**config.mk**
```make
export PLATFORM = sky130hd
export DESIGN_NAME = trigger_unit_ctrl_irq_regs
export DESIGN_NICKNAME = d
export VERILOG_FILES = /design/src/logic/trigger_unit_pkg.sv /design/src/logic/trigger_unit_ctrl_irq_regs.sv /design/src/logic/level_sync.sv /design/src/logic/flag_w1c.sv
export SDC_FILE = /design/constraint.sdc
export NUM_CORES = 1
export LEC_CHECK = 0
export ABC_AREA = 1
export BUFFER_PORTS_ARGS = -buffer_cell sky130_fd_sc_hd__buf_2
export CORE_AREA = 2 2 76 78
export DETAILED_ROUTE_END_ITERATION = 8
export DIE_AREA = 0 0 78 80
export GPL_ROUTABILITY_DRIVEN = 0
export MAX_ROUTING_LAYER = met4
export PLACE_DENSITY_LB_ADDON = 0.25
export SLEW_MARGIN = 0
export SYNTH_ARGS = -nofsm -noshare
export SYNTH_HDL_FRONTEND = slang
export SYNTH_HIERARCHICAL = 1
export SYNTH_SLANG_ARGS = --single-unit
```
**constraint.sdc**
```tcl
create_clock -name clk -period 1.3 [get_ports clk]
set_clock_uncertainty 0.15 [all_clocks]
set_input_delay 0.13 -clock clk [delete_from_list [all_inputs] [get_ports clk]]
set_output_delay 0.13 -clock clk [all_outputs]
set_load 0.02 [all_outputs]
```
**src/logic/trigger_unit_pkg.sv**
```systemverilog
// Purpose: Shared constants and types for the trigger unit control and interrupt-enable registers
// Assumes: 8-bit registers, each in the low byte of one aligned 32-bit Avalon word
// Notes: Register indices are word indices; the byte address is four times the index
package trigger_unit_pkg;

    // Register word indices
    localparam logic [5:0] IDX_MODULE_ENABLE = 6'h00;
    localparam logic [5:0] IDX_MODULE_CONTROL = 6'h01;
    localparam logic [5:0] IDX_IRQ_ENABLE_HIGH = 6'h02;
    localparam logic [5:0] IDX_IRQ_ENABLE_LOW = 6'h03;
    localparam logic [5:0] IDX_FLAG_HIGH = 6'h04;
    localparam logic [5:0] IDX_FLAG_LOW = 6'h05;

    // Field positions
    localparam int FREEZE_STOP_BIT = 6;
    localparam int GEN1_ENABLE_BIT = 1;
    localparam int GEN0_ENABLE_BIT = 0;
    localparam int LOAD_OKAY_BIT = 0;
    localparam int RELOAD_OVERRUN_IRQ_EN_BIT = 0;
    localparam int RELOAD_OVERRUN_FLAG_BIT = 0;
    localparam int ECC_ERROR_FLAG_BIT = 1;
    localparam int GEN1_FIELD_LSB = 4;
    localparam int GEN0_FIELD_LSB = 0;

    // Implemented bits per register; all others read zero
    localparam logic [7:0] MODULE_ENABLE_MASK = 8'h43;
    localparam logic [7:0] MODULE_CONTROL_MASK = 8'h01;
    localparam logic [7:0] IRQ_ENABLE_HIGH_MASK = 8'h01;
    localparam logic [7:0] IRQ_ENABLE_LOW_MASK = 8'hff;
    localparam logic [7:0] FLAG_HIGH_MASK = 8'h03;

    // Values after reset
    localparam logic [7:0] REG_RESET_VALUE = 8'h00;
    localparam logic [1:0] LIST_RESET_VALUE = 2'h0;

    // Widths
    localparam int FLAG_HIGH_W = 2;
    localparam int FLAG_LOW_W = 8;

    // Per-generator events, bit order equals the flag and enable field order
    typedef struct packed {
        logic accessErr;
        logic reloadErr;
        logic timingErr;
        logic done;
    } gen_event_s;

    // Bus answer sequencing
    typedef enum logic {
        BUS_IDLE = 1'b0,
        BUS_ANSWER = 1'b1
    } bus_state_e;

    // Word index from an Avalon byte address
    function automatic logic [5:0] regIndex(input logic [7:0] byteAddr);
        regIndex = byteAddr[7:2];
    endfunction

endpackage

```
**src/logic/trigger_unit_ctrl_irq_regs.sv**
```systemverilog
// Purpose: Control, load-okay and interrupt-enable registers of the trigger unit, Avalon-MM slave
// Assumes: Reload and generator events are one-cycle pulses on clk; mode levels are asynchronous
// Notes: Every access takes two cycles; waitrequest falls in the second
//
// Summary of operation
// - Unimplemented bits and unmapped words read as zero.
// - Freeze-stop bit halts the time-base counter during freeze; clear lets it count.
// - Enable bit 1 switches trigger generator 1 on or off.
// - Enable bit 0 switches trigger generator 0 on or off.
// - Enable and both interrupt-enable registers are readable and writable any time.
// - With load-okay set, a reload swaps each enabled generator to its alternate list.
// - Reload with load-okay clear keeps the old list and, unless forced, signals overrun.
// - Hardware clears load-okay at the next reload after it was set.
// - Writing one sets load-okay always; writing zero only with both generators off.
// - Load-okay is exported as the global load-okay signal.
// - Reload-overrun enable gates the overrun flag onto the interrupt request.
// - Low enable bits 7..4 gate generator 1 error and done flags.
// - Low enable bits 3..0 gate generator 0 error and done flags.
// - Overrun flag sets on unsanctioned reload, unless commutation forced the reload.
// - Flags read any time; writing one clears, zero leaves them.
// - Stop mode halts counter and triggers, configuration is kept.
//
// Implementation choices: the Avalon-MM interface to the registers and the placing of the registers.
`timescale 1ns/1ps
module trigger_unit_ctrl_irq_regs
    import trigger_unit_pkg::*;
(
    input wire logic clk,
    input wire logic rst,
    // Avalon-MM slave
    input wire logic [7:0] address,
    input wire logic read,
    input wire logic write,
    input wire logic [31:0] writedata,
    input wire logic [3:0] byteenable,
    output logic [31:0] readdata,
    output logic waitrequest,
    // System mode levels, asynchronous
    input wire logic freezeMode,
    input wire logic stopMode,
    // Events from the reload source and the generators
    input wire logic reloadEvent,
    input wire logic reloadForced,
    input wire trigger_unit_pkg::gen_event_s gen0Event,
    input wire trigger_unit_pkg::gen_event_s gen1Event,
    input wire logic eccErrorEvent,
    // Controls toward the counter and generators
    output logic counterRun,
    output logic [1:0] genRun,
    output logic [1:0] listSel,
    output logic [1:0] listSwap,
    output logic reloadOverrun,
    output logic loadOkayGlobal,
    output logic irq
);
    import trigger_unit_pkg::*;

    // Bus sequencing
    bus_state_e state_ff;
    bus_state_e nxt_state;
    logic [31:0] readdata_ff;
    logic [31:0] nxt_readdata;

    // Software-visible control registers
    logic [7:0] moduleEnable_ff;
    logic [7:0] irqEnableHigh_ff;
    logic [7:0] irqEnableLow_ff;
    logic loadOkay_ff;
    logic nxt_loadOkay;

    // Generator-side state
    logic [1:0] listSel_ff;
    logic [1:0] nxt_listSel;
    logic [1:0] listSwap_ff;
    logic reloadOverrun_ff;
    logic counterRun_ff;
    logic [1:0] genRun_ff;
    logic irq_ff;

    // Synchronised modes
    logic [1:0] modeSync;
    logic freezeSync;
    logic stopSync;

    // Flags
    logic [FLAG_HIGH_W-1:0] flagHigh;
    logic [FLAG_LOW_W-1:0] flagLow;
    logic [FLAG_HIGH_W-1:0] flagHighSet;
    logic [FLAG_HIGH_W-1:0] flagHighClr;
    logic [FLAG_LOW_W-1:0] flagLowSet;
    logic [FLAG_LOW_W-1:0] flagLowClr;

    // Decode wires
    logic [5:0] accessIdx;
    logic busRequest;
    logic commitCycle;
    logic lowLaneWrite;
    logic [7:0] wrByte;
    logic wrModuleEnable;
    logic wrModuleControl;
    logic wrIrqEnableHigh;
    logic wrIrqEnableLow;
    logic wrFlagHigh;
    logic wrFlagLow;
    logic freezeStop;
    logic gen0Enable;
    logic gen1Enable;
    logic bothGenOff;
    logic loadOkaySet;
    logic loadOkayClr;
    logic reloadAccepted;
    logic reloadUnsanctioned;
    logic [7:0] readByte;
    logic irqHighTerm;
    logic irqLowTerm;

    // Mode levels come from another domain
    level_sync #(
        .WIDTH(2)
    ) u_mode_sync (
        .clk(clk),
        .rst(rst),
        .asyncIn({stopMode, freezeMode}),
        .syncOut(modeSync)
    );

    assign freezeSync = modeSync[0];
    assign stopSync = modeSync[1];

    // Address and strobe decode; writes land only in the answer cycle
    assign accessIdx = regIndex(address);
    assign busRequest = read | write;
    assign commitCycle = (state_ff == BUS_ANSWER);
    assign lowLaneWrite = write & commitCycle & byteenable[0];
    assign wrByte = writedata[7:0];
    assign wrModuleEnable = lowLaneWrite & (accessIdx == IDX_MODULE_ENABLE);
    assign wrModuleControl = lowLaneWrite & (accessIdx == IDX_MODULE_CONTROL);
    assign wrIrqEnableHigh = lowLaneWrite & (accessIdx == IDX_IRQ_ENABLE_HIGH);
    assign wrIrqEnableLow = lowLaneWrite & (accessIdx == IDX_IRQ_ENABLE_LOW);
    assign wrFlagHigh = lowLaneWrite & (accessIdx == IDX_FLAG_HIGH);
    assign wrFlagLow = lowLaneWrite & (accessIdx == IDX_FLAG_LOW);

    // Field views of the enable register
    assign freezeStop = moduleEnable_ff[FREEZE_STOP_BIT];
    assign gen1Enable = moduleEnable_ff[GEN1_ENABLE_BIT];
    assign gen0Enable = moduleEnable_ff[GEN0_ENABLE_BIT];
    assign bothGenOff = ~gen0Enable & ~gen1Enable;

    // Bus state: one wait cycle, then answer
    always_comb begin
        nxt_state = state_ff;
        unique case (state_ff)
            BUS_IDLE: begin
                if (busRequest) begin
                    nxt_state = BUS_ANSWER;
                end
            end
            BUS_ANSWER: begin
                nxt_state = BUS_IDLE;
            end
        endcase
    end

    assign waitrequest = busRequest & ~commitCycle;

    // Read mux; masks keep unimplemented bits at zero
    always_comb begin
        readByte = 8'h00;
        unique case (accessIdx)
            IDX_MODULE_ENABLE: begin
                readByte = moduleEnable_ff & MODULE_ENABLE_MASK;
            end
            IDX_MODULE_CONTROL: begin
                readByte = {7'h00, loadOkay_ff} & MODULE_CONTROL_MASK;
            end
            IDX_IRQ_ENABLE_HIGH: begin
                readByte = irqEnableHigh_ff & IRQ_ENABLE_HIGH_MASK;
            end
            IDX_IRQ_ENABLE_LOW: begin
                readByte = irqEnableLow_ff & IRQ_ENABLE_LOW_MASK;
            end
            IDX_FLAG_HIGH: begin
                readByte = {6'h00, flagHigh} & FLAG_HIGH_MASK;
            end
            IDX_FLAG_LOW: begin
                readByte = flagLow;
            end
            default: begin
                readByte = 8'h00;
            end
        endcase
    end

    // Capture read data on the request edge so it stands at the answer edge
    assign nxt_readdata = (read & ~commitCycle) ? {24'h000000, readByte} : readdata_ff;

    always_ff @(posedge clk) begin
        if (rst) begin
            state_ff <= BUS_IDLE;
            readdata_ff <= 32'h00000000;
        end else begin
            state_ff <= nxt_state;
            readdata_ff <= nxt_readdata;
        end
    end

    assign readdata = readdata_ff;

    // Plain read/write control registers; stop mode leaves them untouched
    always_ff @(posedge clk) begin
        if (rst) begin
            moduleEnable_ff <= REG_RESET_VALUE;
            irqEnableHigh_ff <= REG_RESET_VALUE;
            irqEnableLow_ff <= REG_RESET_VALUE;
        end else begin
            if (wrModuleEnable) begin
                moduleEnable_ff <= wrByte & MODULE_ENABLE_MASK;
            end
            if (wrIrqEnableHigh) begin
                irqEnableHigh_ff <= wrByte & IRQ_ENABLE_HIGH_MASK;
            end
            if (wrIrqEnableLow) begin
                irqEnableLow_ff <= wrByte;
            end
        end
    end

    // Load-okay: software one always wins, software zero only with both generators off
    assign loadOkaySet = wrModuleControl & wrByte[LOAD_OKAY_BIT];
    assign loadOkayClr = wrModuleControl & ~wrByte[LOAD_OKAY_BIT] & bothGenOff;
    assign reloadAccepted = reloadEvent & loadOkay_ff;
    assign reloadUnsanctioned = reloadEvent & ~loadOkay_ff;
    // A set racing a reload survives, so software's request is not lost
    assign nxt_loadOkay = loadOkaySet | (loadOkay_ff & ~reloadEvent & ~loadOkayClr);

    // Sanctioned reload swaps the list of each enabled generator
    assign nxt_listSel = reloadAccepted ? (listSel_ff ^ {gen1Enable, gen0Enable}) : listSel_ff;

    always_ff @(posedge clk) begin
        if (rst) begin
            loadOkay_ff <= 1'b0;
            listSel_ff <= LIST_RESET_VALUE;
            listSwap_ff <= 2'h0;
            reloadOverrun_ff <= 1'b0;
        end else begin
            loadOkay_ff <= nxt_loadOkay;
            listSel_ff <= nxt_listSel;
            listSwap_ff <= {2{reloadAccepted}} & {gen1Enable, gen0Enable};
            reloadOverrun_ff <= reloadUnsanctioned & ~reloadForced;
        end
    end

    assign loadOkayGlobal = loadOkay_ff;
    assign listSel = listSel_ff;
    assign listSwap = listSwap_ff;
    assign reloadOverrun = reloadOverrun_ff;

    // Flag set and clear strobes
    always_comb begin
        flagHighSet = '0;
        flagHighSet[RELOAD_OVERRUN_FLAG_BIT] = reloadUnsanctioned & ~reloadForced;
        flagHighSet[ECC_ERROR_FLAG_BIT] = eccErrorEvent;
    end

    assign flagHighClr = {FLAG_HIGH_W{wrFlagHigh}} & wrByte[FLAG_HIGH_W-1:0];
    assign flagLowSet = {gen1Event, gen0Event};
    assign flagLowClr = {FLAG_LOW_W{wrFlagLow}} & wrByte;

    flag_w1c #(
        .WIDTH(FLAG_HIGH_W)
    ) u_flag_high (
        .clk(clk),
        .rst(rst),
        .setIn(flagHighSet),
        .clearIn(flagHighClr),
        .flags(flagHigh)
    );

    flag_w1c #(
        .WIDTH(FLAG_LOW_W)
    ) u_flag_low (
        .clk(clk),
        .rst(rst),
        .setIn(flagLowSet),
        .clearIn(flagLowClr),
        .flags(flagLow)
    );

    // Interrupt request: every flag except the ECC error flag against its own enable
    assign irqHighTerm = flagHigh[RELOAD_OVERRUN_FLAG_BIT] & irqEnableHigh_ff[RELOAD_OVERRUN_IRQ_EN_BIT];
    assign irqLowTerm = |(flagLow[GEN1_FIELD_LSB +: 4] & irqEnableLow_ff[GEN1_FIELD_LSB +: 4])
        | |(flagLow[GEN0_FIELD_LSB +: 4] & irqEnableLow_ff[GEN0_FIELD_LSB +: 4]);

    // Registered run controls; freeze gating is chosen by software, stop always halts
    always_ff @(posedge clk) begin
        if (rst) begin
            counterRun_ff <= 1'b0;
            genRun_ff <= 2'h0;
            irq_ff <= 1'b0;
        end else begin
            counterRun_ff <= ~stopSync & ~(freezeSync & freezeStop);
            genRun_ff <= {gen1Enable, gen0Enable} & {2{~stopSync}};
            irq_ff <= irqHighTerm | irqLowTerm;
        end
    end

    assign counterRun = counterRun_ff;
    assign genRun = genRun_ff;
    assign irq = irq_ff;
endmodule

```
**src/logic/level_sync.sv**
```systemverilog
// Purpose: Two-flop synchroniser for slow system mode levels
// Assumes: Inputs are levels, not pulses
// Notes: First stage feeds only the second stage
`timescale 1ns/1ps
module level_sync #(
    parameter int WIDTH = 2
) (
    input wire logic clk,
    input wire logic rst,
    input wire logic [WIDTH-1:0] asyncIn,
    output logic [WIDTH-1:0] syncOut
);
    logic [WIDTH-1:0] stage1_ff;
    logic [WIDTH-1:0] stage2_ff;

    initial begin
        if (WIDTH < 1) begin
            $error("level_sync needs at least one bit");
        end
    end

    // Metastability settles in stage 1 before anyone reads it
    always_ff @(posedge clk) begin
        if (rst) begin
            stage1_ff <= '0;
            stage2_ff <= '0;
        end else begin
            stage1_ff <= asyncIn;
            stage2_ff <= stage1_ff;
        end
    end

    assign syncOut = stage2_ff;
endmodule

```
**src/logic/flag_w1c.sv**
```systemverilog
// Purpose: Sticky event flags, cleared by writing one
// Assumes: Set and clear strobes are single-cycle on clk
// Notes: A set in the clearing cycle survives
`timescale 1ns/1ps
module flag_w1c #(
    parameter int WIDTH = 8
) (
    input wire logic clk,
    input wire logic rst,
    input wire logic [WIDTH-1:0] setIn,
    input wire logic [WIDTH-1:0] clearIn,
    output logic [WIDTH-1:0] flags
);
    logic [WIDTH-1:0] flags_ff;
    logic [WIDTH-1:0] nxt_flags;

    initial begin
        if (WIDTH < 1) begin
            $error("flag_w1c needs at least one bit");
        end
    end

    // Set wins over clear so no event is lost
    assign nxt_flags = (flags_ff & ~clearIn) | setIn;

    always_ff @(posedge clk) begin
        if (rst) begin
            flags_ff <= '0;
        end else begin
            flags_ff <= nxt_flags;
        end
    end

    assign flags = flags_ff;
endmodule

```
# After elaboration in Yosys (flattened, before gate mapping)
# Cells that the tools add are included.
[classes] order_cmp=0 multipliers=0 n_addsub=0 n_mux=3 eq_ne=5 bitwise_logic=49 n_div=0 reduce_logical=3 shifts=0
[ops] cell="case mux 8 bit (6 select lines)" count=1
[ops] cell="bitwise AND 1 bit" count=22
[ops] cell="bitwise AND 8 bit" count=2
[ops] cell="== test 6 x 2 -> 1 bit, second input constant" count=2
[ops] cell="== test 6 x 3 -> 1 bit, second input constant" count=2
[ops] cell="inverter 1 bit" count=10
[ops] cell="bitwise AND 2 bit" count=4
[ops] cell="bitwise AND 4 bit" count=2
[ops] cell="inverter 8 bit" count=1
[ops] cell="bitwise OR 8 bit" count=1
[ops] cell="OR reduction 4 bit" count=2
[ops] cell="== test 6 x 1 -> 1 bit, second input constant" count=1
[ops] cell="logical NOT 6 bit" count=1
[ops] cell="bitwise OR 1 bit" count=4
[ops] cell="inverter 2 bit" count=1
[ops] cell="bitwise OR 2 bit" count=1
[ops] cell="case mux 1 bit (2 select lines)" count=1
[ops] cell="XOR 2 bit" count=1
[ops] cell="2-to-1 mux 1 bit" count=1
[totals] ff_bits=45 latchBits=0 mem_bits_ro=0 ram_bits=0 memories=0 in_bits=61 word_cells=76 out_inout_bits=43

# Depth between registers and ports, before layout
[logic_depth] word_depth=8 depth_mapped=10 ltp_nobuf=10

# Hierarchy
# Netlist, hierarchy kept.
[modules_own_cells] mod="trigger_unit_ctrl_irq_regs" area_per_inst_um2=1669.1 cells_each=239 seq_area_each_um2=620.6 n_inst=1
[modules_own_cells] mod="flag_w1c (u_flag_low)" area_per_inst_um2=331.6 cells_each=41 seq_area_each_um2=160.2 n_inst=1
[modules_own_cells] mod="level_sync" area_per_inst_um2=110.1 cells_each=12 seq_area_each_um2=80.1 n_inst=1
[modules_own_cells] mod="flag_w1c (u_flag_high)" area_per_inst_um2=72.6 cells_each=10 seq_area_each_um2=40.0 n_inst=1

# Worst setup path after synthesis
# No wires, ideal clock.
[synth_path] path_type="flip-flop to flip-flop" start="reg state_ff, in the netlist commitCycle" end="reg moduleEnable_ff[6]" path_buffers=0 setup_ns=0.128 arrival_time_ns=0.997 setup_slack_ns=0.026 period_less_slack_ns=1.274 path_stages_with_launch=6 t_required_ns=1.022 path_cell_list="dfxtp_1 -> nand3_2 -> inv_1 -> nand3_1 -> a21oi_1 -> nor2_1"
[synth_via] elab_chain_cells=3
[synth_rtl] element="start: declaration" line_no="trigger_unit_ctrl_irq_regs.sv:59" source="bus_state_e state_ff;"
[synth_rtl] element="start signal: assignment" line_no="trigger_unit_ctrl_irq_regs.sv:202" source="state_ff <= nxt_state;"
[synth_rtl] element="bitwise AND 1 bit (2 in series)" line_no="trigger_unit_ctrl_irq_regs.sv:134" source="assign lowLaneWrite = write & commitCycle & byteenable[0];"
[synth_rtl] element="bitwise AND 1 bit" line_no="trigger_unit_ctrl_irq_regs.sv:136" source="assign wrModuleEnable = lowLaneWrite & (accessIdx == IDX_MODULE_ENABLE);"
[synth_rtl] element="end signal: assignment" line_no="trigger_unit_ctrl_irq_regs.sv:217" source="moduleEnable_ff <= wrByte & MODULE_ENABLE_MASK;"
[synth_rtl] element="end: declaration" line_no="trigger_unit_ctrl_irq_regs.sv:65" source="logic [7:0] moduleEnable_ff;"
# No other way between the ends.
# A chain may end at the register's enable or synchronous reset.

# Worst setup path after layout
[layout_path] start="reg state_ff, in the netlist commitCycle" end="out waitrequest"
[layout_via] elab_chain_cells=2
[layout_rtl] element="inverter 1 bit" line_no="trigger_unit_ctrl_irq_regs.sv:164" source="assign waitrequest = busRequest & ~commitCycle;"
[layout_rtl] element="bitwise AND 1 bit" line_no="trigger_unit_ctrl_irq_regs.sv:164"
[layout_rtl] element="end: declaration" line_no="trigger_unit_ctrl_irq_regs.sv:37" source="output logic waitrequest,"
# No other way between the ends.

==> qor.txt <==
die footprint: 6240 um^2
share of cells above drive strength 1: 0.266
core area: 5410 um^2
Max Clock Freq: 0.789 GHz
CTS tree: done
vias in the first global route: 1767
unrepaired setup endpoints after global routing: yes
die span in x: 78 um
Die Ht: 80 um
most frequent cells in the layout: nand2_1, inv_1, buf_2
final hold vios: 0
Final Non-Filler Cells: 470
final worst path period share: 0.975
hpwl dp: 3.52 mm
largest net degree at the start of global routing: 18
CTS Root Cell: clkbuf_8
Area Overhead vs Synth: 34.8%
WHS Endpoint: irqEnableLow_ff[6]
htree depth: 2
Syn Inst Count: 302
PwrDens: 933 nW/um^2
I/O Buffers: 50
mapped cell area: 2180 um^2
antenna-violating nets left: 0
most common cell after layout, fill and taps aside: nand2_1
max cap viols: 0
CTS Buf Count: 5
Hold Slack: 11.8 ps
CTS clock-pin slew for the worst setup and hold paths: 80 ps
antenna violations before repair: 0
R2R Path End: moduleEnable_ff[6]
Worst-Skew Late Latency: 290 ps
clk sinks: 45
initial core utilization: 0.404
Total Power: 2750 uW
Tmin final: 1270 ps
vias: 2007
routed length per instance: 10.5 um
leakage dissipation: 0.00146 uW
CP required: 1020 ps
Total GRT Usage: 0.165
Seq cells post-synth: 45
crit path launch type: flip-flop
Max IR drop VDD: 586 uV
first-pass GRT wire length: 8.03 mm
Vias/cell: 4.27
sequential area share after synthesis: 0.413
drt first pass iters: 4
R2R Path Start: commitCycle
Max Root-Sink Buffers: 2
total grt overflow: 0
nets: 458
placed insts: 435
Crit. End Element: output pin
Worst Path Max Fanout: 3
Starting DRT DRC Count: 120
final WL: 4.93 mm
# IOs: 104
r2r worst-path depth: 5
hold-critical path depth: 3
worst min path class: in2reg
crit path DAT: 990 ps
# DRC: 0
setup TNS: 0 ps
synth unique cells: 27
outcome: complete, no violations
flop2flop setup slack: 60 ps
Avg Cell Area, Syn: 7.23 um^2
final setup fails: 0
Synthesis Warnings: 6
n_diodes: 0
fin. max-slew vios: 0
row count: 27
startpoint of the worst hold path: writedata[6]
Crit Path Class: reg2out
## where the power goes
group	switching (uW)	internal (uW)	leakage, uW	total, uW
combinational	220	159	0.00103	379
sequential	20.4	1410	0.000368	1430
clock	454	481	0.0000542	935
## how the worst max path moves through the flow
| stage | start | to | slack [ps] | cells after the start |
|---|---|---|---|---|
| 6_report | commitCycle | waitrequest | 30 | 3 |
| 5_1_grt | commitCycle | moduleEnable_ff[1] | -30 | 5 |
| 4_1_cts | commitCycle | waitrequest | 10 | 3 |
| 3_5_place_dp | address[5] | u_flag_low/flags[0] | -130 | 11 |
| 3_3_place_gp | address[5] | u_flag_low/flags[0] | -130 | 11 |
| 2_1_floorplan | commitCycle | moduleEnable_ff[6] | 30 | 5 |
## Yosys cell counts
library cell	number	share of area
nand2_1	58	0.10
inv_1	57	0.098
dfxtp_1	45	0.41
nor2_1	41	0.070
buf_4	24	0.083
a21oi_1	16	0.037
a211oi_1	10	0.034
nand3_1	10	0.023
a21oi_2	8	0.032
nor3_1	6	0.014
nand4_1	3	0.0086
nor2_2	3	0.0086
o21a_1	3	0.010
o22ai_1	3	0.0086
a211oi_2	2	0.011
clkbuf_1	2	0.0034
a211o_1	1	0.0040
buf_1	1	0.0017
buf_6	1	0.0052
buf_8	1	0.0069
clkinv_2	1	0.0023
conb_1	1	0.0017
nand2_4	1	0.0052
nand3_2	1	0.0046
nor2_8	1	0.0092
nor4_1	1	0.0029
o21ai_0	1	0.0023
## final cells by class
class | count | area [um^2]
flip-flops and latches | 45 | 902
fillers | 552 | 2460
well taps | 72 | 90.1
inverters | 58 | 219
multi-input cells | 194 | 971
clock buffers | 7 | 96.3
repair buffers | 93 | 661
clock inverters | 1 | 5.00
## critical path: stages (launching register included)
cell and delay (ps):
dfxtp_2 330, buf_4 140, nor2_4 100, buf_6 120
## sequential cells by signal, summed over array words and instances (netlist names), 2 cells and up
| register | flops |
|---|---|
| listSwap | 2 |
| irqEnableLow_ff | 8 |
| u_flag_low/flags | 8 |
| readdata | 8 |
| u_mode_sync/stage1_ff | 2 |
| genRun | 2 |
| moduleEnable_ff | 3 |
| listSel | 2 |
| u_mode_sync/syncOut | 2 |
| u_flag_high/flags | 2 |
## per-layer routing
layer,wire length [um],vias up,part of all wire,global-route usage
met5,0,-,0,-
met4,25,0,0.0051,0.0368
met3,296,4,0.060,0.0328
met2,2380,50,0.48,0.262
met1,2220,873,0.45,0.218
li1,-,1080,-,-
## cells by family (layout without fill, tap and decap cells)
logic type      count (synthesis)  count (layout)  share of synthesized area
simple gates                  125             126                      0.246
buf+inv                        87             159                      0.200
flops                          45              45                      0.413
other cells                     1              24                    0.00172
compound gates                 44              44                      0.140
## stage by stage
step	worst slack, ps	util	area [um^2]
2_1_floorplan	25.8	-	2270
3_3_place_gp	-130	0.471	2540
3_5_place_dp	-130	0.471	2540
4_1_cts	11.1	0.532	2880
5_1_grt	-25.7	0.545	2940
6_report	33.1	0.545	2940
## repair_timing
| action | 4_1_cts | 5_1_grt |
|---|---|---|
| pin swaps | 1 | 2 |
| hold buffers | 21 | 0 |
| endpoints found under the hold margin | 22 | 0 |
| gates cloned | 1 | 0 |
| endpoints found under the setup margin | 16 | 19 |
| buffers inserted | 1 | 4 |
| gates resized for setup | 1 | 11 |
Note: power is estimated with default switching activity, not from simulation.
